===== config.mk =====
export PLATFORM = sky130hd
export DESIGN_NAME = iwd_decode
export DESIGN_NICKNAME = d
export VERILOG_FILES = /design/src/core/iwd_pkg.sv /design/src/core/iwd_fields.sv /design/src/core/iwd_decode.sv
export SDC_FILE = /design/constraint.sdc
export NUM_CORES = 1
export LEC_CHECK = 0
export ABC_AREA = 1
export BUFFER_PORTS_ARGS = -buffer_cell sky130_fd_sc_hd__buf_2
export CAP_MARGIN = 20
export CORE_AREA = 3 3 148 107
export CTS_BUF_LIST = sky130_fd_sc_hd__clkbuf_16
export CTS_CLUSTER_SIZE = 24
export DETAILED_ROUTE_END_ITERATION = 16
export DIE_AREA = 0 0 151 110
export GPL_TIMING_DRIVEN = 1
export MAX_ROUTING_LAYER = met4
export PLACE_DENSITY = 0.62
export SLEW_MARGIN = 20
export SYNTH_ARGS = -nofsm -noshare
export SYNTH_HDL_FRONTEND = slang
export SYNTH_SLANG_ARGS = --single-unit
export TNS_END_PERCENT = 1

===== constraint.sdc =====
create_clock -name CLK_SYS_I -period 2.1 [get_ports CLK_SYS_I]
set_input_delay 0.42 -clock CLK_SYS_I [delete_from_list [all_inputs] [get_ports CLK_SYS_I]]
set_output_delay 0.42 -clock CLK_SYS_I [all_outputs]
set_load 0.02 [all_outputs]

===== src/core/iwd_pkg.sv =====
// package: field layout, opcode map, cycle counts for the instruction word decoder
package iwd_pkg;

  // ----------------------------------------------------------------
  // word and field geometry
  // ----------------------------------------------------------------
  localparam int W_WORD = 24;
  localparam int W_OPC = 8;
  localparam int W_REG = 4;
  localparam int W_MODE = 2;
  localparam int W_FADDR = 13;
  localparam int W_LIT = 16;
  localparam int W_PADDR = 23;
  localparam int W_TMODE = 2;
  localparam int W_LIT5 = 5;
  localparam int W_LITW = 12;
  localparam int W_PHI = 7;
  localparam int OPC_LSB = 16;
  localparam int F_BASE_LSB = 12;
  localparam int F_DST_LSB = 8;
  localparam int F_DMODE_LSB = 6;
  localparam int F_SRC_LSB = 2;
  localparam int F_SMODE_LSB = 0;
  localparam int F_FADDR_LSB = 0;
  localparam int F_FDEST_BIT = 13;
  localparam int F_IND_BIT = 11;
  localparam int F_FBIT_LSB = 13;
  localparam int F_FBIT_HI = 16;
  localparam int F_TMODE_LSB = 14;
  localparam int F_LIT5_LSB = 0;
  localparam int F_LITW_LSB = 4;
  localparam int F_LITREG_LSB = 0;
  localparam int F_PHI_LSB = 0;

  // file register space tops out at 13 bits, working registers at 16
  localparam logic [W_FADDR-1:0] FADDR_MAX = 13'h1fff;
  localparam logic [W_REG-1:0] WORKING_REG_ZERO_ZERO = 4'h0;

  // ----------------------------------------------------------------
  // opcode map
  // ----------------------------------------------------------------
  localparam logic [W_OPC-1:0] OP_NOP = 8'h00;
  localparam logic [W_OPC-1:0] OP_LIT_MOV_W = 8'h90;
  localparam logic [W_OPC-1:0] OP_LIT_MOV_F = 8'h91;
  localparam logic [W_OPC-1:0] OP_BRANCH = 8'ha0;
  localparam logic [W_OPC-1:0] OP_CALL_IND = 8'hb0;
  localparam logic [W_OPC-1:0] OP_GOTO_IND = 8'hb1;
  localparam logic [W_OPC-1:0] OP_CALL_ABS = 8'hb2;
  localparam logic [W_OPC-1:0] OP_GOTO_ABS = 8'hb3;
  localparam logic [W_OPC-1:0] OP_RETURN = 8'hb8;
  localparam logic [W_OPC-1:0] OP_RETURN_FROM_INTERRUPT = 8'hb9;
  localparam logic [W_OPC-1:0] OP_MOV_DW = 8'hc0;

  // ----------------------------------------------------------------
  // execution cycle counts
  // ----------------------------------------------------------------
  localparam logic [1:0] CYC_ONE = 2'h1;
  localparam logic [1:0] CYC_TWO = 2'h2;
  localparam logic [1:0] CYC_THREE = 2'h3;
  localparam logic [1:0] CYC_ZERO = 2'h0;

  typedef enum logic [4:0] {
    CAT_NOP, CAT_WORKING_REG_ZERO, CAT_FILE, CAT_BIT_W, CAT_BIT_F, CAT_LIT_ARITH,
    CAT_LIT_MOV_W, CAT_LIT_MOV_F, CAT_BRANCH, CAT_COND_BRANCH, CAT_SKIP,
    CAT_CALL_IND, CAT_GOTO_IND, CAT_CALL_ABS, CAT_GOTO_ABS, CAT_TABLE,
    CAT_RETURN, CAT_RETURN_FROM_INTERRUPT, CAT_MOV_DW
  } iwd_cat_t;

  // opcode to category; unused codes run as no-operation
  function automatic iwd_cat_t iwd_classify(input logic [W_OPC-1:0] op);
    iwd_cat_t c;
    c = CAT_NOP;
    if (op >= 8'h10 && op <= 8'h3f) c = CAT_WORKING_REG_ZERO;
    else if (op >= 8'h40 && op <= 8'h5f) c = CAT_FILE;
    else if (op >= 8'h60 && op <= 8'h6f) c = CAT_BIT_W;
    else if (op >= 8'h70 && op <= 8'h7f) c = CAT_BIT_F;
    else if (op >= 8'h80 && op <= 8'h8f) c = CAT_LIT_ARITH;
    else if (op == OP_LIT_MOV_W) c = CAT_LIT_MOV_W;
    else if (op == OP_LIT_MOV_F) c = CAT_LIT_MOV_F;
    else if (op == OP_BRANCH) c = CAT_BRANCH;
    else if (op >= 8'ha1 && op <= 8'ha7) c = CAT_COND_BRANCH;
    else if (op >= 8'ha8 && op <= 8'hab) c = CAT_SKIP;
    else if (op == OP_CALL_IND) c = CAT_CALL_IND;
    else if (op == OP_GOTO_IND) c = CAT_GOTO_IND;
    else if (op == OP_CALL_ABS) c = CAT_CALL_ABS;
    else if (op == OP_GOTO_ABS) c = CAT_GOTO_ABS;
    else if (op >= 8'hb4 && op <= 8'hb7) c = CAT_TABLE;
    else if (op == OP_RETURN) c = CAT_RETURN;
    else if (op == OP_RETURN_FROM_INTERRUPT) c = CAT_RETURN_FROM_INTERRUPT;
    else if (op == OP_MOV_DW) c = CAT_MOV_DW;
    return c;
  endfunction

  // the only three opcodes that span two program words
  function automatic logic iwd_two_word(input logic [W_OPC-1:0] op);
    return (op == OP_LIT_MOV_F) || (op == OP_CALL_ABS) || (op == OP_GOTO_ABS);
  endfunction

endpackage


===== src/core/iwd_fields.sv =====
// operand field extraction for one decoded instruction
`timescale 1ns/1ns
module iwd_fields
  import iwd_pkg::*;
(
  // instruction in
  input wire iwd_cat_t cat_i,
  input wire logic [W_WORD-1:0] word1_i,
  input wire logic [W_WORD-1:0] word2_i,
  // operands out
  output logic [W_REG-1:0] base_source_register_o,
  output logic [W_REG-1:0] second_source_register_o,
  output logic [W_MODE-1:0] src_mode_o,
  output logic [W_REG-1:0] destination_register_o,
  output logic [W_MODE-1:0] dst_mode_o,
  output logic [W_FADDR-1:0] file_addr_o,
  output logic file_to_working_reg_zero_o,
  output logic [W_REG-1:0] bit_pos_o,
  output logic bit_indirect_o,
  output logic [W_LIT-1:0] literal_o,
  output logic [W_PADDR-1:0] prog_addr_o,
  output logic [W_TMODE-1:0] table_mode_o,
  output logic dest_separate_o
);

  // defaults first so unused fields read as zero for every category
  always_comb begin
    base_source_register_o = '0;
    second_source_register_o = '0;
    src_mode_o = '0;
    destination_register_o = '0;
    dst_mode_o = '0;
    file_addr_o = '0;
    file_to_working_reg_zero_o = 1'b0;
    bit_pos_o = '0;
    bit_indirect_o = 1'b0;
    literal_o = '0;
    prog_addr_o = '0;
    table_mode_o = '0;
    dest_separate_o = 1'b0;
    unique case (cat_i)
      CAT_WORKING_REG_ZERO, CAT_MOV_DW: begin
        base_source_register_o = word1_i[F_BASE_LSB +: W_REG];
        destination_register_o = word1_i[F_DST_LSB +: W_REG];
        dst_mode_o = word1_i[F_DMODE_LSB +: W_MODE];
        second_source_register_o = word1_i[F_SRC_LSB +: W_REG];
        src_mode_o = word1_i[F_SMODE_LSB +: W_MODE];
        dest_separate_o = 1'b1;
      end
      CAT_FILE: begin
        file_addr_o = word1_i[F_FADDR_LSB +: W_FADDR];
        file_to_working_reg_zero_o = word1_i[F_FDEST_BIT];
        destination_register_o = WORKING_REG_ZERO_ZERO;
      end
      // bit from literal or from base register
      CAT_BIT_W: begin
        bit_indirect_o = word1_i[F_IND_BIT];
        base_source_register_o = word1_i[F_BASE_LSB +: W_REG];
        bit_pos_o = word1_i[F_IND_BIT] ? '0 : word1_i[F_BASE_LSB +: W_REG];
        second_source_register_o = word1_i[F_SRC_LSB +: W_REG];
        src_mode_o = word1_i[F_SMODE_LSB +: W_MODE];
      end
      // file target; top bit of position rides in the opcode
      CAT_BIT_F: begin
        bit_pos_o = {word1_i[F_FBIT_HI], word1_i[F_FBIT_LSB +: W_REG-1]};
        file_addr_o = {3'h0, word1_i[F_FADDR_LSB +: W_FADDR-3]};
      end
      // separate destination only when it differs
      CAT_LIT_ARITH: begin
        base_source_register_o = word1_i[F_BASE_LSB +: W_REG];
        literal_o = {11'h000, word1_i[F_LIT5_LSB +: W_LIT5]};
        dest_separate_o = word1_i[F_DST_LSB +: W_REG] != word1_i[F_BASE_LSB +: W_REG];
        destination_register_o = word1_i[F_DST_LSB +: W_REG];
        dst_mode_o = dest_separate_o ? word1_i[F_DMODE_LSB +: W_MODE] : '0;
        if (!dest_separate_o) destination_register_o = word1_i[F_BASE_LSB +: W_REG];
      end
      CAT_LIT_MOV_W: begin
        literal_o = {4'h0, word1_i[F_LITW_LSB +: W_LITW]};
        base_source_register_o = word1_i[F_LITREG_LSB +: W_REG];
        destination_register_o = word1_i[F_LITREG_LSB +: W_REG];
      end
      // literal into file register, literal in second word
      CAT_LIT_MOV_F: begin
        file_addr_o = word1_i[F_FADDR_LSB +: W_FADDR];
        literal_o = word2_i[0 +: W_LIT];
      end
      CAT_BRANCH, CAT_COND_BRANCH: begin
        prog_addr_o = {7'h00, word1_i[0 +: W_LIT]};
      end
      CAT_CALL_ABS, CAT_GOTO_ABS: begin
        prog_addr_o = {word2_i[F_PHI_LSB +: W_PHI], word1_i[0 +: W_LIT]};
      end
      CAT_CALL_IND, CAT_GOTO_IND, CAT_SKIP: begin
        second_source_register_o = word1_i[F_SRC_LSB +: W_REG];
        file_addr_o = word1_i[F_FADDR_LSB +: W_FADDR];
      end
      CAT_TABLE: begin
        table_mode_o = word1_i[F_TMODE_LSB +: W_TMODE];
        destination_register_o = word1_i[F_DST_LSB +: W_REG];
        second_source_register_o = word1_i[F_SRC_LSB +: W_REG];
        src_mode_o = word1_i[F_SMODE_LSB +: W_MODE];
      end
      default: begin
      end
    endcase
  end

endmodule


===== src/core/iwd_decode.sv =====
// instruction word decode and execution cycle timing, top level
`timescale 1ns/1ns
module iwd_decode
  import iwd_pkg::*;
(
  // clock and reset
  input wire logic CLK_SYS_I,
  input wire logic SYS_RST_I,
  // fetch side
  input wire logic FETCH_VALID_I,
  input wire logic [W_WORD-1:0] FETCH_WORD_I,
  output logic FETCH_READY_O,
  // condition result from datapath, same clock
  input wire logic COND_TRUE_I,
  // decoded instruction
  output logic DEC_VALID_O,
  output iwd_cat_t CATEGORY_O,
  output logic [W_OPC-1:0] OPCODE_O,
  output logic [1:0] CYCLES_O,
  output logic NOP_SLOT_O,
  // operands
  output logic [W_REG-1:0] BASE_SOURCE_REGISTER_O,
  output logic [W_REG-1:0] SECOND_SOURCE_REGISTER_O,
  output logic [W_MODE-1:0] SRC_MODE_O,
  output logic [W_REG-1:0] DESTINATION_REGISTER_O,
  output logic [W_MODE-1:0] DST_MODE_O,
  output logic [W_FADDR-1:0] FILE_ADDR_O,
  output logic FILE_TO_WORKING_REG_ZERO_O,
  output logic [W_REG-1:0] BIT_POS_O,
  output logic BIT_INDIRECT_O,
  output logic [W_LIT-1:0] LITERAL_O,
  output logic [W_PADDR-1:0] PROG_ADDR_O,
  output logic [W_TMODE-1:0] TABLE_MODE_O,
  output logic DEST_SEPARATE_O
);

  // ----------------------------------------------------------------
  // control state
  // ----------------------------------------------------------------
  typedef enum logic [1:0] {ST_RUN, ST_SECOND, ST_HOLD} iwd_state_t;

  iwd_state_t state;
  logic [W_WORD-1:0] first_word;
  logic [1:0] hold_left;
  logic skip_next;
  logic skip_second;
  logic accept;
  logic [W_OPC-1:0] in_opc;
  iwd_cat_t dec_cat;
  logic [W_WORD-1:0] dec_w1;
  logic [W_WORD-1:0] dec_w2;
  logic dec_fire;
  logic flush;
  logic [1:0] next_cycles;

  logic [W_REG-1:0] f_base, f_src, f_dst, f_bit;
  logic [W_MODE-1:0] f_smode, f_dmode;
  logic [W_FADDR-1:0] f_faddr;
  logic f_fwreg, f_bind, f_dsep;
  logic [W_LIT-1:0] f_lit;
  logic [W_PADDR-1:0] f_paddr;
  logic [W_TMODE-1:0] f_tmode;

  assign accept = FETCH_VALID_I && FETCH_READY_O;
  // opcode taken from the top byte
  assign in_opc = FETCH_WORD_I[OPC_LSB +: W_OPC];
  // skipped words are swallowed, never decoded
  assign flush = accept && state == ST_RUN && (skip_next || skip_second);
  // second word completes the 48-bit encoding
  assign dec_fire = accept && !flush &&
                    (state == ST_SECOND || !iwd_two_word(in_opc));
  assign dec_w1 = (state == ST_SECOND) ? first_word : FETCH_WORD_I;
  assign dec_w2 = (state == ST_SECOND) ? FETCH_WORD_I : '0;
  assign dec_cat = iwd_classify(dec_w1[OPC_LSB +: W_OPC]);

  // execution cycles for the instruction being decoded
  always_comb begin
    next_cycles = CYC_ONE;
    unique case (dec_cat)
      // returns pay for the stack pop and refill
      CAT_RETURN, CAT_RETURN_FROM_INTERRUPT: next_cycles = CYC_THREE;
      CAT_BRANCH, CAT_CALL_IND, CAT_GOTO_IND, CAT_TABLE: next_cycles = CYC_TWO;
      CAT_CALL_ABS, CAT_GOTO_ABS, CAT_LIT_MOV_F, CAT_MOV_DW: next_cycles = CYC_TWO;
      CAT_COND_BRANCH: next_cycles = COND_TRUE_I ? CYC_TWO : CYC_ONE;
      default: next_cycles = CYC_ONE;
    endcase
  end

  iwd_fields u_fields (
    .cat_i(dec_cat),
    .word1_i(dec_w1),
    .word2_i(dec_w2),
    .base_source_register_o(f_base),
    .second_source_register_o(f_src),
    .src_mode_o(f_smode),
    .destination_register_o(f_dst),
    .dst_mode_o(f_dmode),
    .file_addr_o(f_faddr),
    .file_to_working_reg_zero_o(f_fwreg),
    .bit_pos_o(f_bit),
    .bit_indirect_o(f_bind),
    .literal_o(f_lit),
    .prog_addr_o(f_paddr),
    .table_mode_o(f_tmode),
    .dest_separate_o(f_dsep)
  );

  // ----------------------------------------------------------------
  // sequencing
  // ----------------------------------------------------------------
  // word gathering and stall cycles; stall cycles stand in for no-operations
  always_ff @(posedge CLK_SYS_I) begin
    if (SYS_RST_I) begin
      state <= ST_RUN;
      first_word <= '0;
      hold_left <= CYC_ZERO;
      FETCH_READY_O <= 1'b0;
    end else begin
      unique case (state)
        ST_RUN: begin
          FETCH_READY_O <= 1'b1;
          // only listed opcodes wait for a second word
          if (accept && !flush && iwd_two_word(in_opc)) begin
            first_word <= FETCH_WORD_I;
            state <= ST_SECOND;
          end else if (dec_fire && next_cycles != CYC_ONE) begin
            hold_left <= next_cycles - CYC_ONE;
            state <= ST_HOLD;
            FETCH_READY_O <= 1'b0;
          end
        end
        // the second fetch is itself the second cycle, so no hold
        ST_SECOND: begin
          if (accept) state <= ST_RUN;
        end
        ST_HOLD: begin
          hold_left <= hold_left - CYC_ONE;
          if (hold_left == CYC_ONE) begin
            state <= ST_RUN;
            FETCH_READY_O <= 1'b1;
          end
        end
        // unused state code falls back to fetching
        default: begin
          state <= ST_RUN;
        end
      endcase
    end
  end

  // skip one word, or two if it opens a two-word instruction
  always_ff @(posedge CLK_SYS_I) begin
    if (SYS_RST_I) begin
      skip_next <= 1'b0;
      skip_second <= 1'b0;
    end else if (flush) begin
      skip_next <= 1'b0;
      skip_second <= skip_next && iwd_two_word(in_opc);
    end else if (dec_fire) begin
      skip_next <= dec_cat == CAT_SKIP && COND_TRUE_I;
    end
  end

  // no-operation slots: stall cycles and swallowed words
  always_ff @(posedge CLK_SYS_I) begin
    if (SYS_RST_I) begin
      NOP_SLOT_O <= 1'b0;
    end else begin
      NOP_SLOT_O <= flush || state == ST_HOLD;
    end
  end

  // registered decode results
  always_ff @(posedge CLK_SYS_I) begin
    if (SYS_RST_I) begin
      DEC_VALID_O <= 1'b0;
      CATEGORY_O <= CAT_NOP;
      OPCODE_O <= OP_NOP;
      CYCLES_O <= CYC_ZERO;
      BASE_SOURCE_REGISTER_O <= '0;
      SECOND_SOURCE_REGISTER_O <= '0;
      SRC_MODE_O <= '0;
      DESTINATION_REGISTER_O <= '0;
      DST_MODE_O <= '0;
      FILE_ADDR_O <= '0;
      FILE_TO_WORKING_REG_ZERO_O <= 1'b0;
      BIT_POS_O <= '0;
      BIT_INDIRECT_O <= 1'b0;
      LITERAL_O <= '0;
      PROG_ADDR_O <= '0;
      TABLE_MODE_O <= '0;
      DEST_SEPARATE_O <= 1'b0;
    end else begin
      DEC_VALID_O <= dec_fire;
      if (dec_fire) begin
        CATEGORY_O <= dec_cat;
        OPCODE_O <= dec_w1[OPC_LSB +: W_OPC];
        CYCLES_O <= next_cycles;
        BASE_SOURCE_REGISTER_O <= f_base;
        SECOND_SOURCE_REGISTER_O <= f_src;
        SRC_MODE_O <= f_smode;
        DESTINATION_REGISTER_O <= f_dst;
        DST_MODE_O <= f_dmode;
        FILE_ADDR_O <= f_faddr;
        FILE_TO_WORKING_REG_ZERO_O <= f_fwreg;
        BIT_POS_O <= f_bit;
        BIT_INDIRECT_O <= f_bind;
        LITERAL_O <= f_lit;
        PROG_ADDR_O <= f_paddr;
        TABLE_MODE_O <= f_tmode;
        DEST_SEPARATE_O <= f_dsep;
      end
    end
  end

  // ----------------------------------------------------------------
  // checks
  // ----------------------------------------------------------------
  AST_OPC_TOP: assert property (@(posedge CLK_SYS_I) disable iff (SYS_RST_I)
    dec_fire |=> OPCODE_O == $past(dec_w1[OPC_LSB +: W_OPC]))
    else $error("opcode not taken from top byte");
  AST_TWO_WORD_WAIT: assert property (@(posedge CLK_SYS_I) disable iff (SYS_RST_I)
    (accept && !flush && state == ST_RUN && iwd_two_word(in_opc)) |=> !DEC_VALID_O)
    else $error("two-word instruction decoded from one word");
  AST_LONE_SECOND_NOP: assert property (@(posedge CLK_SYS_I) disable iff (SYS_RST_I)
    (dec_fire && state == ST_RUN && in_opc == OP_NOP) |=> CATEGORY_O == CAT_NOP)
    else $error("lone second word not a no-operation");
  AST_RETURN_HOLD: assert property (@(posedge CLK_SYS_I) disable iff (SYS_RST_I)
    (dec_fire && (dec_cat == CAT_RETURN || dec_cat == CAT_RETURN_FROM_INTERRUPT))
      |=> !FETCH_READY_O [*2] ##1 FETCH_READY_O)
    else $error("return did not take three cycles");
  AST_BRANCH_HOLD: assert property (@(posedge CLK_SYS_I) disable iff (SYS_RST_I)
    (dec_fire && dec_cat == CAT_COND_BRANCH && COND_TRUE_I)
      |=> !FETCH_READY_O ##1 FETCH_READY_O)
    else $error("taken branch did not take two cycles");
  AST_PLAIN_ONE: assert property (@(posedge CLK_SYS_I) disable iff (SYS_RST_I)
    (dec_fire && dec_cat == CAT_WORKING_REG_ZERO) |=> FETCH_READY_O && CYCLES_O == CYC_ONE)
    else $error("plain instruction stalled");
  AST_SKIP_TWO_WORD: assert property (@(posedge CLK_SYS_I) disable iff (SYS_RST_I)
    (flush && skip_next && iwd_two_word(in_opc)) |=> skip_second && !skip_next)
    else $error("skip over two-word instruction lost its second word");
  AST_TWO_WORD_CYC: assert property (@(posedge CLK_SYS_I) disable iff (SYS_RST_I)
    (dec_fire && state == ST_SECOND) |=> CYCLES_O == CYC_TWO && FETCH_READY_O)
    else $error("two-word instruction not two cycles");
  AST_LIT_DEST: assert property (@(posedge CLK_SYS_I) disable iff (SYS_RST_I)
    (DEC_VALID_O && CATEGORY_O == CAT_LIT_ARITH && !DEST_SEPARATE_O)
      |-> DESTINATION_REGISTER_O == BASE_SOURCE_REGISTER_O)
    else $error("literal result not returned to source");
  AST_FILE_RANGE: assert property (@(posedge CLK_SYS_I) disable iff (SYS_RST_I)
    (dec_fire && dec_cat == CAT_FILE)
      |=> FILE_ADDR_O == $past(dec_w1[F_FADDR_LSB +: W_FADDR])
        && DESTINATION_REGISTER_O == WORKING_REG_ZERO_ZERO)
    else $error("file address not taken in full");

endmodule


Yosys cells after proc, flatten, opt, wreduce, memory -nomap -nowiden
Cells that the tools add are included.
{"block": "word_totals", "mem_bits_rw": 0, "register_bits": 125, "mem_count": 0, "latchBits": 0, "wordCells": 174, "romBits": 0}
{"block": "op_classes", "muxes": 50, "n_reduce_logical": 41, "bitwise_logic": 0, "add_sub_neg": 2, "shift": 0, "n_div": 0, "eq_ne": 41, "order_cmp": 16, "mul": 0}
{"cell": "$eq 8x8->1 const B", "n": 13}
{"cell": "$mux 5", "n": 18}
{"cell": "$pmux 16 s3", "n": 1}
{"cell": "$pmux 23 s2", "n": 1}
{"cell": "$eq 5x4->1 const B", "n": 8}
{"cell": "$ge 8x8->1 const B", "n": 4}
{"cell": "$le 8x8->1 const B", "n": 4}
{"cell": "$pmux 13 s2", "n": 1}
{"cell": "$ge 8x7->1 const B", "n": 3}
{"cell": "$le 8x7->1 const B", "n": 3}
{"cell": "$mux 24", "n": 1}
{"cell": "$eq 5x3->1 const B", "n": 4}
{"cell": "$mux 2", "n": 10}
{"cell": "$logic_and 1x1->1", "n": 17}
{"cell": "$mux 16", "n": 1}
{"cell": "$pmux 4 s2", "n": 2}
{"cell": "$eq 5x5->1 const B", "n": 3}
{"cell": "$mux 4", "n": 3}
{"cell": "$pmux 2 s3", "n": 2}
{"cell": "$pmux 4 s3", "n": 1}
{"cell": "$eq 5x2->1 const B", "n": 2}
{"cell": "$reduce_or 2->1", "n": 5}
{"cell": "$ge 8x5->1 const B", "n": 1}
{"cell": "$le 8x6->1 const B", "n": 1}
{"cell": "other kinds (22)", "n": 41}

Longest topological paths before layout
Gate-level depths: netlist of run 1.
{"block": "depth", "ltp_word": 29, "mapped_depth": 17, "depth_no_buf": 17}

Hierarchy
A second synthesis of run 1 with hierarchy kept.
{"block": "hier_totals", "hier_cells": 956, "hier_area_um2": 6239.7}
{"mod": "iwd_decode", "instances": 1, "seq_area_each_um2": 2502.4, "cells_each": 753, "area_each_um2": 5305.1}
{"mod": "iwd_fields", "instances": 1, "seq_area_each_um2": 0.0, "cells_each": 203, "area_each_um2": 934.6}

Worst setup path after synthesis of run 1
No wires, ideal clock.
{"block": "synth_path", "path_kind": "flip-flop to flip-flop", "start": "register state[1]", "end": "register hold_left[0]", "t_arrival_ns": 2.102, "n_path_buf": 0, "setup_ns": 0.115, "path_stages_with_launch": 16, "setup_slack_ns": -0.116, "cell_sequence": "dfxtp_1 > inv_4 > nand2_8 > nand2_1 > nand2_2 > nand2_4 > nor2_1 > nand4_2 > inv_1 > nand2_1 > nand4_1 > inv_1 > ha_1 > nor2_1 > nand3_1 > o21a_1"}
{"block": "synth_via", "elab_chain_len": 28, "word_cells_on_any_way": 87, "cone_classes": "add/sub: 1; order compare: 16; eq/ne: 26; mux: 23; reduce/logical: 21"}
{"element": "from (decl)", "line": "iwd_decode.sv:42", "rtl": "iwd_state_t state;"}
{"element": "from (signal assigned)", "line": "iwd_decode.sv:114", "rtl": "state <= ST_RUN;"}
{"element": "from (signal assigned)", "line": "iwd_decode.sv:125", "rtl": "state <= ST_SECOND;"}
{"element": "from (signal assigned)", "line": "iwd_decode.sv:128", "rtl": "state <= ST_HOLD;"}
{"element": "$eq 2x1->1 *", "line": "iwd_decode.sv:72", "rtl": "assign dec_w1 = (state == ST_SECOND) ? first_word : FETCH_WORD_I;"}
{"element": "$mux 24 *", "line": "iwd_decode.sv:72"}
{"element": "$eq 8x8->1", "line": "iwd_pkg.sv:90", "rtl": "else if (op == OP_MOV_DW) c = CAT_MOV_DW;"}
{"element": "$mux 5", "line": "iwd_pkg.sv:90"}
{"element": "$mux 5", "line": "iwd_pkg.sv:89", "rtl": "else if (op == OP_RETURN_FROM_INTERRUPT) c = CAT_RETURN_FROM_INTERRUPT;"}
{"element": "$mux 5", "line": "iwd_pkg.sv:88", "rtl": "else if (op == OP_RETURN) c = CAT_RETURN;"}
{"element": "$mux 5", "line": "iwd_pkg.sv:87", "rtl": "else if (op >= 8'hb4 && op <= 8'hb7) c = CAT_TABLE;"}
{"element": "$mux 5", "line": "iwd_pkg.sv:86", "rtl": "else if (op == OP_GOTO_ABS) c = CAT_GOTO_ABS;"}
{"element": "[13 not listed]"}
{"element": "$eq 5x4->1 (tied with other cells)", "line": "iwd_decode.sv:79", "rtl": "unique case (dec_cat)"}
{"element": "$reduce_or 8->1 (no line) or $reduce_or 2->1 (tied branches)"}
{"element": "$pmux 2 s3 *", "line": "iwd_decode.sv:79"}
{"element": "via next_cycles[0]", "line": "iwd_decode.sv:54", "rtl": "logic [1:0] next_cycles;"}
{"element": "$sub 2x1->2 or $ne 2x1->1 (tied branches)", "line": "iwd_decode.sv:127, iwd_decode.sv:126"}
{"element": "$mux 2 or $logic_and 1x1->1 (tied branches)", "line": "iwd_decode.sv:126", "rtl": "end else if (dec_fire && next_cycles != CYC_ONE) begin"}
{"element": "$mux 2 or $ne 2x1->1 (tied branches)"}
{"element": "$pmux 2 s2 or $reduce_and 3->1 (tied branches)"}
{"element": "to (signal assigned)", "line": "iwd_decode.sv:127", "rtl": "hold_left <= next_cycles - CYC_ONE;"}
{"element": "to (signal assigned)", "line": "iwd_decode.sv:137", "rtl": "hold_left <= hold_left - CYC_ONE;"}
{"element": "to (decl)", "line": "iwd_decode.sv:44", "rtl": "logic [1:0] hold_left;"}
The timed path passes the listed nets; every way through them passes the cells marked *. The select of a mux whose other input is x is not followed.
A chain may end at the register's enable or synchronous reset.

Final worst setup path of run 1
{"block": "layout_path", "start": "register state[0]", "end": "register FETCH_READY_O"}
{"block": "layout_via", "elab_chain_len": 29, "word_cells_on_any_way": 85, "cone_classes": "order compare: 16; eq/ne: 25; mux: 23; reduce/logical: 21"}
{"element": "$eq 2x1->1 *", "line": "iwd_decode.sv:72"}
{"element": "$mux 24 *", "line": "iwd_decode.sv:72"}
{"element": "$eq 8x8->1", "line": "iwd_pkg.sv:90"}
{"element": "$mux 5", "line": "iwd_pkg.sv:90"}
{"element": "$mux 5", "line": "iwd_pkg.sv:89"}
{"element": "$mux 5", "line": "iwd_pkg.sv:88"}
{"element": "$mux 5", "line": "iwd_pkg.sv:87"}
{"element": "$mux 5", "line": "iwd_pkg.sv:86"}
{"element": "[14 not listed]"}
{"element": "$reduce_or 8->1 (no line) or $reduce_or 2->1 (tied branches)"}
{"element": "$pmux 2 s3 *", "line": "iwd_decode.sv:79"}
{"element": "via next_cycles[0]", "line": "iwd_decode.sv:54"}
{"element": "$ne 2x1->1 *", "line": "iwd_decode.sv:126"}
{"element": "$logic_and 1x1->1 *", "line": "iwd_decode.sv:126"}
{"element": "$mux 1 *", "line": "iwd_decode.sv:126"}
{"element": "$mux 1 *", "line": "iwd_decode.sv:123", "rtl": "if (accept && !flush && iwd_two_word(in_opc)) begin"}
{"element": "$pmux 1 s2 *", "line": "iwd_decode.sv:119", "rtl": "unique case (state)"}
{"element": "to (signal assigned)", "line": "iwd_decode.sv:117", "rtl": "FETCH_READY_O <= 1'b0;"}
{"element": "to (signal assigned)", "line": "iwd_decode.sv:121", "rtl": "FETCH_READY_O <= 1'b1;"}
{"element": "to (signal assigned)", "line": "iwd_decode.sv:129", "rtl": "FETCH_READY_O <= 1'b0;"}
{"element": "to (decl)", "line": "iwd_decode.sv:12", "rtl": "output logic FETCH_READY_O,"}
The timed path passes the listed nets; every way through them passes the cells marked *.

==> results of run 1 <==
[report_power, final]
group	total, mW	switching [mW]	leakage [nW]	internal [mW]
Clock	3.04	1.24	0.287	1.79
Combinational	0.657	0.410	2.40	0.247
Sequential	2.44	0.0247	1.01	2.41
Total	6.13	1.68	3.70	4.45
[worst min path at each step]
stage                                       end                         from  cells after the start
finish               first_word[8]$_SDFFE_PP0P_              FETCH_WORD_I[8]                      3
global route         first_word[8]$_SDFFE_PP0P_              FETCH_WORD_I[8]                      3
CTS                  first_word[8]$_SDFFE_PP0P_              FETCH_WORD_I[8]                      3
detailed placement   first_word[5]$_SDFFE_PP0P_   first_word[5]$_SDFFE_PP0P_                      2
global placement     first_word[5]$_SDFFE_PP0P_   first_word[5]$_SDFFE_PP0P_                      2
floorplan           first_word[19]$_SDFFE_PP0P_  first_word[19]$_SDFFE_PP0P_                      2
[metrics by stage]
| step | worst slack [ps] | util, % | instances | instance area [sq um] | TNS (ps) |
|---|---|---|---|---|---|
| after floorplan | -3.750 | - | 780 | 5818 | -3.750 |
| after global placement | -421.8 | 50.67 | 1172 | 7366 | -8957 |
| after detailed placement | -501.0 | 50.67 | 1172 | 7366 | -9940 |
| after CTS | -94.40 | 54.97 | 1204 | 7991 | -289.5 |
| after global routing | -311.4 | 55.29 | 1205 | 8038 | -2421 |
| final | -125.5 | 55.29 | 1205 | 8038 | -426.4 |
[cells by family (layout without fill, tap and decap cells)]
| group | count (synthesis) | count (layout) | synth area share (%) |
|---|---|---|---|
| AO/OA/AOI/OAI | 197 | 197 | 19.25 |
| flip-flops | 125 | 125 | 43.16 |
| AND/OR/NAND/NOR | 335 | 335 | 27.77 |
| XOR/XNOR | 1 | 1 | 0.1511 |
| adder cells (fa/ha/maj) | 3 | 3 | 0.6475 |
| buffers and inverters | 119 | 348 | 9.020 |
| other | 0 | 1 | 0 |
[cell type report]
type	instances	area share [%]
clock inverter	15	2.179
timing repair buffer	242	19.12
tap	195	3.035
inverter	74	3.611
clock buffer	17	5.293
antenna	1	0.03113
sequential	125	31.20
multi-input combinational	536	35.54
[routing by layer]
layer  vias to the layer above  part of all wire (%)  wire, um  track usage, %
met4                         0                   1.4       261           7.309
met3                        25                   7.4      1373           5.680
met5                         -                     0         0               -
li1                       3030                     -         -               -
met1                      2695                    51      9429           34.36
met2                       206                    41      7531           32.28
[worst max-delay path, stage by stage, from the launching register on]
cell and delay (ps):
dfxtp_4 450, nand2_8 100, nand2_2 70, nand2_2 90, inv_2 90, nand2_1 100
nor2_4 130, nand4_2 120, inv_1 70, nand2_1 70, nand4_1 120, inv_1 50
ha_1 200, nor2_2 150, nand3_2 120, nor3b_1 150
[cells in the final DEF, fill, tap and decap left out, drive strengths merged, types with 2 or more instances in the layout]
cell and count:
o21a 4, o221ai 4, a31oi 3, ha 3, nand3 41, inv 84
o32ai 3, buf 242, o21ai 57, clkbuf 17, a32oi 3, nor2 48
a21oi 106, clkinvlp 3, nand2 215, a22oi 4, or2 2, nor3 9
a211oi 3, o211ai 4, o22ai 3, nand4 19, dfxtp 125, bufinv 2
[sequential cells by signal (all words and copies together), names as in the netlist, 2 cells and up]
| name | cells |
|---|---|
| first_word | 24 |
| FILE_ADDR_O | 13 |
| PROG_ADDR_O | 23 |
| CYCLES_O | 2 |
| TABLE_MODE_O | 2 |
| BASE_SOURCE_REGISTER_O | 4 |
| SECOND_SOURCE_REGISTER_O | 4 |
| OPCODE_O | 8 |
| state | 2 |
| hold_left | 2 |
| SRC_MODE_O | 2 |
| DESTINATION_REGISTER_O | 4 |
| BIT_POS_O | 4 |
| LITERAL_O | 16 |
| DST_MODE_O | 2 |
| CATEGORY_O | 5 |
[repair_timing]
item	4_1_cts	5_1_grt
setup endpoints to repair	86	53
gates resized for setup	9	11
pin swaps	2	3
cloned	0	0
hold endpoints to repair	0	0
==> reports/metrics.csv, run 1 <==
stage;metric;value;unit
finish;seq_area;0.002507;sq mm
route;detail_route.wl_per_cell;15.43;um
worst_setup_path;end_kind;flip-flop;
clock_tree;post_cts_buffers;0;
timing;holdWs;290.1;ps
die;die_y;110;um
pwr;total_power;6.133;mW
clock_tree;numCtsBuffers;17;
yosys;yosys_warnings;0;
yosys;synth_area_leaders;dfxtp_1 43%, nand2_1 12%, a21oi_1 8.3%;
timing;drv_slew;0;
placement;portBuffers;122;
die;dieArea;0.01661;sq mm
clock_tree;clk_path_buf_depth;2;
timing;setup_violations;4;
yosys;async_reset_ff_share;0;%
clock_tree;htreeDepth;4;
worst_setup_path;cp-startpoint;state[0]$_SDFFE_PP0P_;
die;die_w;151;um
pwr;ir_drop;0.5709;mV
clock_tree;path_clk_slew;60;ps
placement;dp_hpwl;13890;um
timing;rsz0062_at_grt;yes;
yosys;syn_area;0.005798;sq mm
clock_tree;clock_sinks;125;
worst_setup_path;worstPathRequired;2390;ps
clock_tree;clkLatencyLatePin;420;ps
placement;gp_congestion;0.8834;
clock_tree;cts-hold-fix-buffers;0;
timing;max_freq;449.3;MHz
worst_setup_path;cp-start-kind;flip-flop;
die;coreArea;0.01454;sq mm
yosys;synthFlopType;dfxtp_1;
grt;gr-total-overflow;0;
die;std_cell_rows;37;
yosys;syn_nets;811;
clock_tree;cts_tree;yes;
route;drt_iter0_drc;566;
pwr;leakage;3.702;nW
timing;finalCritPeriodShare;106.0;%
yosys;syn-mean-instance-area;7.433;sq um
yosys;synth_top_area_share;43.16;%
min_path;hold_class;in -> reg;
die;start_util;39.89;%
outcome;failed_checks;negative setup slack;
worst_setup_path;timing.rr.start;state[0]$_SDFFE_PP0P_;
run;maxCapViolations;0;
finish;fillCellCount;1388;
worst_setup_path;rr_worst_depth;15;
yosys;syn_inst;780;
grt;grt_pass1_vias;5536;
grt;antenna_found_initial;1;
pwr;powerDensity;763.0;mW/mm^2
worst_setup_path;endpoint;FETCH_READY_O$_SDFFE_PP0P_;
timing;timing.final.crit_period;2226;ps
yosys;synth.most_common_cell;nand2_1;
worst_setup_path;rr_endpoint;FETCH_READY_O$_SDFFE_PP0P_;
route;first_pass_iters;5;
worst_setup_path;r2r_slack;-130;ps
timing;final.setup_skew;9.294;ps
finish;fin_nets;1027;
worst_setup_path;crit_fanout;11;
route;final_antenna_net_count;0;
yosys;synth_cell_types;46;
die;io_pins;123;
route;wirelength;18600;um
grt;grt_max_degree;52;
yosys;synth_seq_area_share;43.16;%
finish;drive_above_1_share;36.37;%
yosys;synth_area_leader_cell;dfxtp_1;
worst_setup_path;arrival;2510;ps
route;vias_per_cell;4.943;
yosys;synth_edf_count;0;
finish;syn_to_final_growth;38.63;%
timing;slew_headroom;61.14;%
outcome;outcome;finished, violations left;
route;vias;5956;
yosys;synth-seq-cells;125;
grt;grt_pass1_wl;29500;um
timing;worstMarginPinSlew;582.8;ps
grt;grt_usage;23.65;%
worst_setup_path;critical_path_class;reg -> reg;
yosys;synth_common_cells;182 x nand2_1, 125 x dfxtp_1, 96 x a21oi_1;
clock_tree;root_buffer;clkbuf_16;
timing;setup_ws;-125.5;ps
route;drc;0;
timing;hold_viol;0;
finish;multi_input_area;0.002856;sq mm
No activity file was read; power rests on OpenSTA's default activity.
==> run 2, diff against run 1 <==
--- a/config.mk
+++ b/config.mk
@@ -8,14 +8,15 @@
 export ABC_AREA = 1
 export BUFFER_PORTS_ARGS = -buffer_cell sky130_fd_sc_hd__buf_2
 export CAP_MARGIN = 20
-export CORE_AREA = 3 3 148 107
+export CORE_AREA = 3 3 171 123
 export CTS_BUF_LIST = sky130_fd_sc_hd__clkbuf_16
 export CTS_CLUSTER_SIZE = 24
 export DETAILED_ROUTE_END_ITERATION = 16
-export DIE_AREA = 0 0 151 110
+export DIE_AREA = 0 0 174 126
 export GPL_TIMING_DRIVEN = 1
 export MAX_ROUTING_LAYER = met4
-export PLACE_DENSITY = 0.62
+export PLACE_DENSITY = 0.49
+export SKIP_CTS_REPAIR_TIMING = 1
 export SLEW_MARGIN = 20
 export SYNTH_ARGS = -nofsm -noshare
 export SYNTH_HDL_FRONTEND = slang
==> run 2 against run 1 <==
Net effect: the run still ends with negative setup slack left; register-to-register slack worse by 40 ps; combinational power is 7.6% higher; non-clock buffer count grew 11; sequential power about the same; worst hold slack improved by 0.98 ps; clock-buffer cell count unchanged; sequential cell count unchanged; setup slack got worse by 35 ps; clock power is essentially flat; largest cell class unchanged; highest routed layer unchanged.
==> reports/metrics.csv, run 2 (synthesis gave the netlist of run 1 again) <==
stage;metric;value;unit
placement;dp_slack;-348.2;ps
timing;setup_ws;-160.8;ps
run;maxCapViolations;0;
die;die_y;126;um
worst_setup_path;arrival;2580;ps
finish;syn_to_final_growth;45.47;%
finish;largest_reg_flops;24;
pwr;power_frac_seq;39.3;%
timing;timing.final.crit_period;2261;ps
die;dieArea;0.02192;sq mm
timing;final.setup_skew;15.92;ps
grt;grt_pass1_wl;31610;um
route;vias_per_cell;4.558;
clock_tree;clock_sinks;125;
timing;worstMarginPinSlew;442.3;ps
timing;max_freq;442.3;MHz
placement;gp_congestion;0.8726;
timing;setup_violations;10;
worst_setup_path;worstPathCellList;buf_4 -> nand3_1 -> nand2_4 -> nand2_8 -> nor2_8 -> buf_6 -> nand2_2 -> nand2_4 -> inv_4 -> nand4_1 -> inv_1 -> ha_4 -> nor2_4 -> nand3_2 -> o21a_1;
pwr;leakage;3.811;nW
timing;slew_headroom;70.52;%
grt;grt_max_degree;89;
worst_setup_path;crit_fanout;6;
grt;grt_pass1_vias;5544;
clock_tree;cts_tree;yes;
worst_setup_path;timing.rr.start;state[0]$_SDFFE_PP0P_;
die;die_w;174;um
min_path;min_path_cells;3;
pwr;powerDensity;736.3;mW/mm^2
clock_tree;clk_path_buf_depth;2;
clock_tree;path_clk_slew;60;ps
finish;instances_no_fill;1292;
die;std_cell_rows;43;
finish;reg.largest.list;first_word x24, PROG_ADDR_O x23, LITERAL_O x16;
die;start_util;29.61;%
route;drt_iter0_drc;327;
worst_setup_path;cp-start-kind;flip-flop;
worst_setup_path;end_kind;flip-flop;
clock_tree;htreeDepth;4;
worst_setup_path;critPathMaxStageDelay;370;ps
pwr;comb_power_share;11.4;%
timing;finalCritPeriodShare;107.7;%
route;drc;0;
worst_setup_path;rr_endpoint;hold_left[0]$_SDFFE_PP0P_;
worst_setup_path;rr_worst_depth;15;
worst_setup_path;worstPathRequired;2420;ps
min_path;min_to;first_word[7]$_SDFFE_PP0P_;
route;detail_route.wl_per_cell;15.72;um
finish;layout_commonest_cell;nand2_1;
clock_tree;numCtsBuffers;17;
worst_setup_path;crit_slowest_cell;dfxtp_4;
finish;final_cell_mix;170 x nand2_1, 123 x dfxtp_1, 122 x buf_2, 119 x buf_4, 92 x a21oi_1;
grt;antenna_found_initial;2;
route;wirelength;20310;um
placement;dp_hpwl;15040;um
placement;portBuffers;122;
pwr;p_clk_share;49.4;%
grt;grt_usage;19.02;%
pwr;ir_drop;0.5516;mV
timing;drv_slew;0;
pwr;p_sw;1.565;mW
grt;gr-total-overflow;0;
timing;rsz0062_at_grt;yes;
route;first_pass_iters;4;
min_path;hold_start;FETCH_WORD_I[7];
worst_setup_path;critical_path_class;reg -> reg;
min_path;hold_class;in -> reg;
finish;drive_above_1_share;38.73;%
placement;dp.cells;1251;
outcome;failed_checks;negative setup slack;
route;vias;5889;
worst_setup_path;r2r_slack;-160;ps
pwr;p_int;4.645;mW
worst_setup_path;cp_common_cell;nand2_4;
die;coreArea;0.01958;sq mm
die;io_pins;123;
clock_tree;clkLatencyLatePin;430;ps
finish;fin_nets;1039;
timing;hold_viol;0;
finish;top_register;first_word;
pwr;switching_share;25.20;%
route;final_antenna_net_count;0;
outcome;outcome;finished, violations left;
clock_tree;root_buffer;clkbuf_16;
## run 2: how the worst max path moves through the flow
stage | slack (ps) | depth (start not counted) | from | to
floorplan | -4 | 16 | state[0]$_SDFFE_PP0P_ | hold_left[0]$_SDFFE_PP0P_
global placement | -290 | 16 | state[0]$_SDFFE_PP0P_ | hold_left[0]$_SDFFE_PP0P_
detailed placement | -350 | 16 | state[0]$_SDFFE_PP0P_ | hold_left[0]$_SDFFE_PP0P_
CTS | -370 | 16 | state[0]$_SDFFE_PP0P_ | hold_left[0]$_SDFFE_PP0P_
global route | -280 | 17 | state[0]$_SDFFE_PP0P_ | hold_left[1]$_SDFFE_PP0P_
finish | -160 | 15 | state[0]$_SDFFE_PP0P_ | hold_left[0]$_SDFFE_PP0P_
## run 2: through the flow
stage          setup TNS, ps  power, mW  util, %  hold slack [ps]  cell area [sq um]
2_1_floorplan         -3.750      2.835        -            419.3               5818
3_3_place_gp           -8192      3.155    38.50            437.8               7540
3_5_place_dp           -9235      3.156    38.50            440.7               7540
4_1_cts                -2930      6.237    41.58            281.1               8143
5_1_grt                -2539      6.469    43.07            298.6               8434
6_report              -556.3      6.210    43.07            291.0               8434
## run 2: power by group through the flow
stage               Clock [mW]  Combinational (mW)  Sequential (mW)
CTS                       3.13               0.668             2.44
floorplan                    0               0.299             2.54
detailed placement           0               0.666             2.49
global placement             0               0.665             2.49
finish                    3.07               0.707             2.44
global route              3.25               0.771             2.44
## run 2: worst max-delay path: cells and delay by family, from the launching register on
| family | cells | cell delay [ps] |
|---|---|---|
| AOI/OAI and AO/OA | 1 | 200 |
| adders and majority gates | 1 | 180 |
| DFF | 1 | 370 |
| buffers and inverters | 4 | 390 |
| and+or+nand+nor | 9 | 1010 |
## run 2: layout make-up
class | instances | area [sq um]
Fill cell | 2087 | 11150
Multi-Input combinational cell | 537 | 2999
Sequential cell | 125 | 2507
Timing Repair Buffer | 253 | 1692
Clock buffer | 17 | 425.4
Tap cell | 270 | 337.8
Inverter | 74 | 290.3
Clock inverter | 14 | 177.7
Antenna cell | 2 | 5.005
## run 2: metal layers
metal	routed length (um)	vias to the layer above	share of wire (%)	GRT usage (%)
met5	0	-	0	-
met4	208	0	1.0	4.868
met3	1065	15	5.2	4.702
met2	8280	135	41	25.29
met1	10760	2680	53	28.34
li1	-	3059	-	-
==> run 3, diff against run 2 <==
--- a/config.mk
+++ b/config.mk
@@ -5,14 +5,13 @@
 export SDC_FILE = /design/constraint.sdc
 export NUM_CORES = 1
 export LEC_CHECK = 0
-export ABC_AREA = 1
 export BUFFER_PORTS_ARGS = -buffer_cell sky130_fd_sc_hd__buf_2
 export CAP_MARGIN = 20
-export CORE_AREA = 3 3 171 123
+export CORE_AREA = 3 3 168 121
 export CTS_BUF_LIST = sky130_fd_sc_hd__clkbuf_16
 export CTS_CLUSTER_SIZE = 24
 export DETAILED_ROUTE_END_ITERATION = 16
-export DIE_AREA = 0 0 174 126
+export DIE_AREA = 0 0 171 124
 export GPL_TIMING_DRIVEN = 1
 export MAX_ROUTING_LAYER = met4
 export PLACE_DENSITY = 0.49
==> run 3 against run 2 <==
Net effect: non-clock buffer count is 2 higher; the run still ends with negative setup slack left; via count is 0.22% higher; largest cell class unchanged; area after synthesis is 3.4% lower; core utilization is 1.6 points higher; clock-buffer cell count stayed put; worst hold slack worse by 19 ps; synthesized cell count is 15% lower; critical path depth is 2 lower.
==> reports/metrics.csv, run 3 <==
stage;metric;value;unit
finish;seq_area;0.002510;sq mm
finish;diodes;0;
timing;rsz0062_at_grt;yes;
pwr;ir_drop;0.4223;mV
yosys;synth_common_cells;125 x dfxtp_1, 100 x nor2_1, 86 x nand2_1;
worst_setup_path;end_kind;flip-flop;
yosys;synth.most_common_cell;dfxtp_1;
yosys;yosys_warnings;0;
route;vias;5902;
die;die_y;124;um
grt;antenna_found_initial;0;
worst_setup_path;r2r_slack;-1010;ps
finish;top_register;first_word;
clock_tree;numCtsBuffers;17;
route;drt_iter0_drc;422;
die;start_util;29.77;%
timing;timing.setup.tns;-31430;ps
timing;finalCritPeriodShare;148.3;%
clock_tree;clk_path_buf_depth;2;
route;wirelength;21480;um
timing;max_freq;321.1;MHz
run;maxCapViolations;0;
die;io_pins;123;
finish;multi_input_area;0.003292;sq mm
worst_setup_path;critical_path_class;reg -> reg;
route;detail_route.wl_per_cell;18.73;um
die;dieArea;0.02120;sq mm
yosys;synthFlopType;dfxtp_1;
placement;portBuffers;122;
timing;timing.final.crit_period;3114;ps
timing;drv_slew;0;
yosys;synth_area_leader_cell;dfxtp_1;
finish;drive_above_1_share;42.65;%
min_path;hold_class;in -> reg;
timing;setup_ws;-1014;ps
placement;gp_congestion;0.8722;
grt;grt_max_degree;43;
timing;setup_violations;67;
yosys;syn-mean-instance-area;8.485;sq um
pwr;powerDensity;694.8;mW/mm^2
finish;syn_to_final_growth;49.89;%
yosys;synth_cell_types;54;
timing;hold_viol;0;
placement;dp.cells;1113;
worst_setup_path;arrival;3460;ps
worst_setup_path;timing.rr.start;state[1]$_SDFFE_PP0P_;
timing;final.setup_skew;9.566;ps
route;vias_per_cell;5.146;
yosys;synth_top_area_share;44.68;%
clock_tree;path_clk_slew;60;ps
finish;layout_commonest_cell;dfxtp_1;
outcome;outcome;finished, violations left;
finish;largest_reg_flops;24;
clock_tree;htreeDepth;4;
grt;gr-total-overflow;0;
clock_tree;clkLatencyLatePin;420;ps
clock_tree;cts_tree;yes;
yosys;syn_area;0.005600;sq mm
finish;fillCellCount;1883;
clock_tree;root_buffer;clkbuf_16;
yosys;synth_area_leaders;dfxtp_1 45%, nor2_1 6.7%, nand2_1 5.8%;
min_path;min_path_cells;2;
placement;dp_hpwl;16140;um
route;drc;0;
min_path;hold_start;FETCH_WORD_I[5];
grt;grt_pass1_wl;32530;um
finish;final_util;44.62;%
timing;holdWs;271.9;ps
worst_setup_path;cp-start-kind;flip-flop;
yosys;async_reset_ff_share;0;%
route;first_pass_iters;5;
die;std_cell_rows;42;
die;coreArea;0.01881;sq mm
pwr;leakage;3.695;nW
finish;reg.largest.list;first_word x24, PROG_ADDR_O x23, LITERAL_O x16;
timing;worstMarginPinSlew;551.8;ps
yosys;syn_nets;691;
worst_setup_path;worstPathRequired;2450;ps
finish;instances_no_fill;1147;
grt;grt_pass1_vias;5431;
yosys;syn_inst;660;
yosys;synth-seq-cells;125;
grt;grt_usage;20.95;%
worst_setup_path;crit_fanout;6;
finish;fin_nets;924;
clock_tree;clock_sinks;125;
min_path;min_to;PROG_ADDR_O[21]$_SDFFE_PP0P_;
yosys;synth_seq_area_share;44.68;%
finish;final_cell_mix;123 x dfxtp_1, 121 x buf_2, 120 x buf_4, 96 x nor2_1, 82 x nand2_1;
outcome;failed_checks;negative setup slack;
worst_setup_path;rr_worst_depth;13;
worst_setup_path;rr_endpoint;hold_left[1]$_SDFFE_PP0P_;
die;die_w;171;um
timing;slew_headroom;62.16;%
yosys;synth_edf_count;0;
route;final_antenna_net_count;0;
## run 3: cell type report
class / instances / share of cell area [%]
multi-input combinational: 480 / 39.22
sequential: 125 / 29.90
tap: 242 / 3.607
clock buffer: 17 / 5.068
clock inverter: 14 / 0.9838
inverter: 14 / 0.6260
timing repair buffer: 255 / 20.60
## run 3: critical path, stage by stage (launching register included)
cell	delay, ps
dfxtp_4	370
nand2b_4	200
mux2_4	360
and2_4	160
a22o_4	250
nor4b_4	350
mux2i_1	130
o221a_2	270
and2_4	160
ha_4	150
or3_4	330
a21oi_2	130
o22ai_1	80
nor2_1	100
## run 3: cells by family (layout without fill, tap and decap cells)
kind of cell / Yosys count / in the layout / synth area share [%]
AO/OA/AOI/OAI: 175 / 175 / 21.16
XOR/XNOR: 3 / 3 / 0.4693
adder cells (fa/ha/maj): 3 / 3 / 0.6703
buffers and inverters: 56 / 300 / 4.222
flip-flops: 125 / 125 / 44.68
multiplexers: 41 / 41 / 7.797
AND/OR/NAND/NOR: 257 / 258 / 21.00
## run 3: metal layers
metal	part of all wire [%]	global-route usage (%)	vias to the layer above
met5	0	-	-
met4	0.84	4.673	0
met3	6.2	4.378	16
met2	38	26.26	171
met1	55	33.25	2890
li1	-	-	2825
## run 3: through the flow
| step | area (sq um) | power, mW | worst slack (ps) |
|---|---|---|---|
| floorplan | 5649 | 2.863 | -914.5 |
| global placement | 7447 | 3.232 | -1042 |
| detailed placement | 7447 | 3.233 | -1105 |
| CTS | 7955 | 5.804 | -1146 |
| global route | 8394 | 6.055 | -1191 |
| finish | 8394 | 5.832 | -1014 |
## run 3: worst max-delay path by stage
stage,start,to,slack [ps]
after global routing,state[1]$_SDFFE_PP0P_,hold_left[1]$_SDFFE_PP0P_,-1190
after floorplan,state[1]$_SDFFE_PP0P_,hold_left[1]$_SDFFE_PP0P_,-910
after detailed placement,state[1]$_SDFFE_PP0P_,hold_left[1]$_SDFFE_PP0P_,-1100
after global placement,state[1]$_SDFFE_PP0P_,hold_left[1]$_SDFFE_PP0P_,-1040
final,state[1]$_SDFFE_PP0P_,hold_left[1]$_SDFFE_PP0P_,-1010
after CTS,state[1]$_SDFFE_PP0P_,hold_left[1]$_SDFFE_PP0P_,-1150
## run 3: power breakdown
| group | leakage [nW] | internal, mW | switching, mW |
|---|---|---|---|
| Combinational | 2.44 | 0.322 | 0.470 |
| Sequential | 1.01 | 2.43 | 0.0361 |
| Clock | 0.240 | 1.47 | 1.10 |
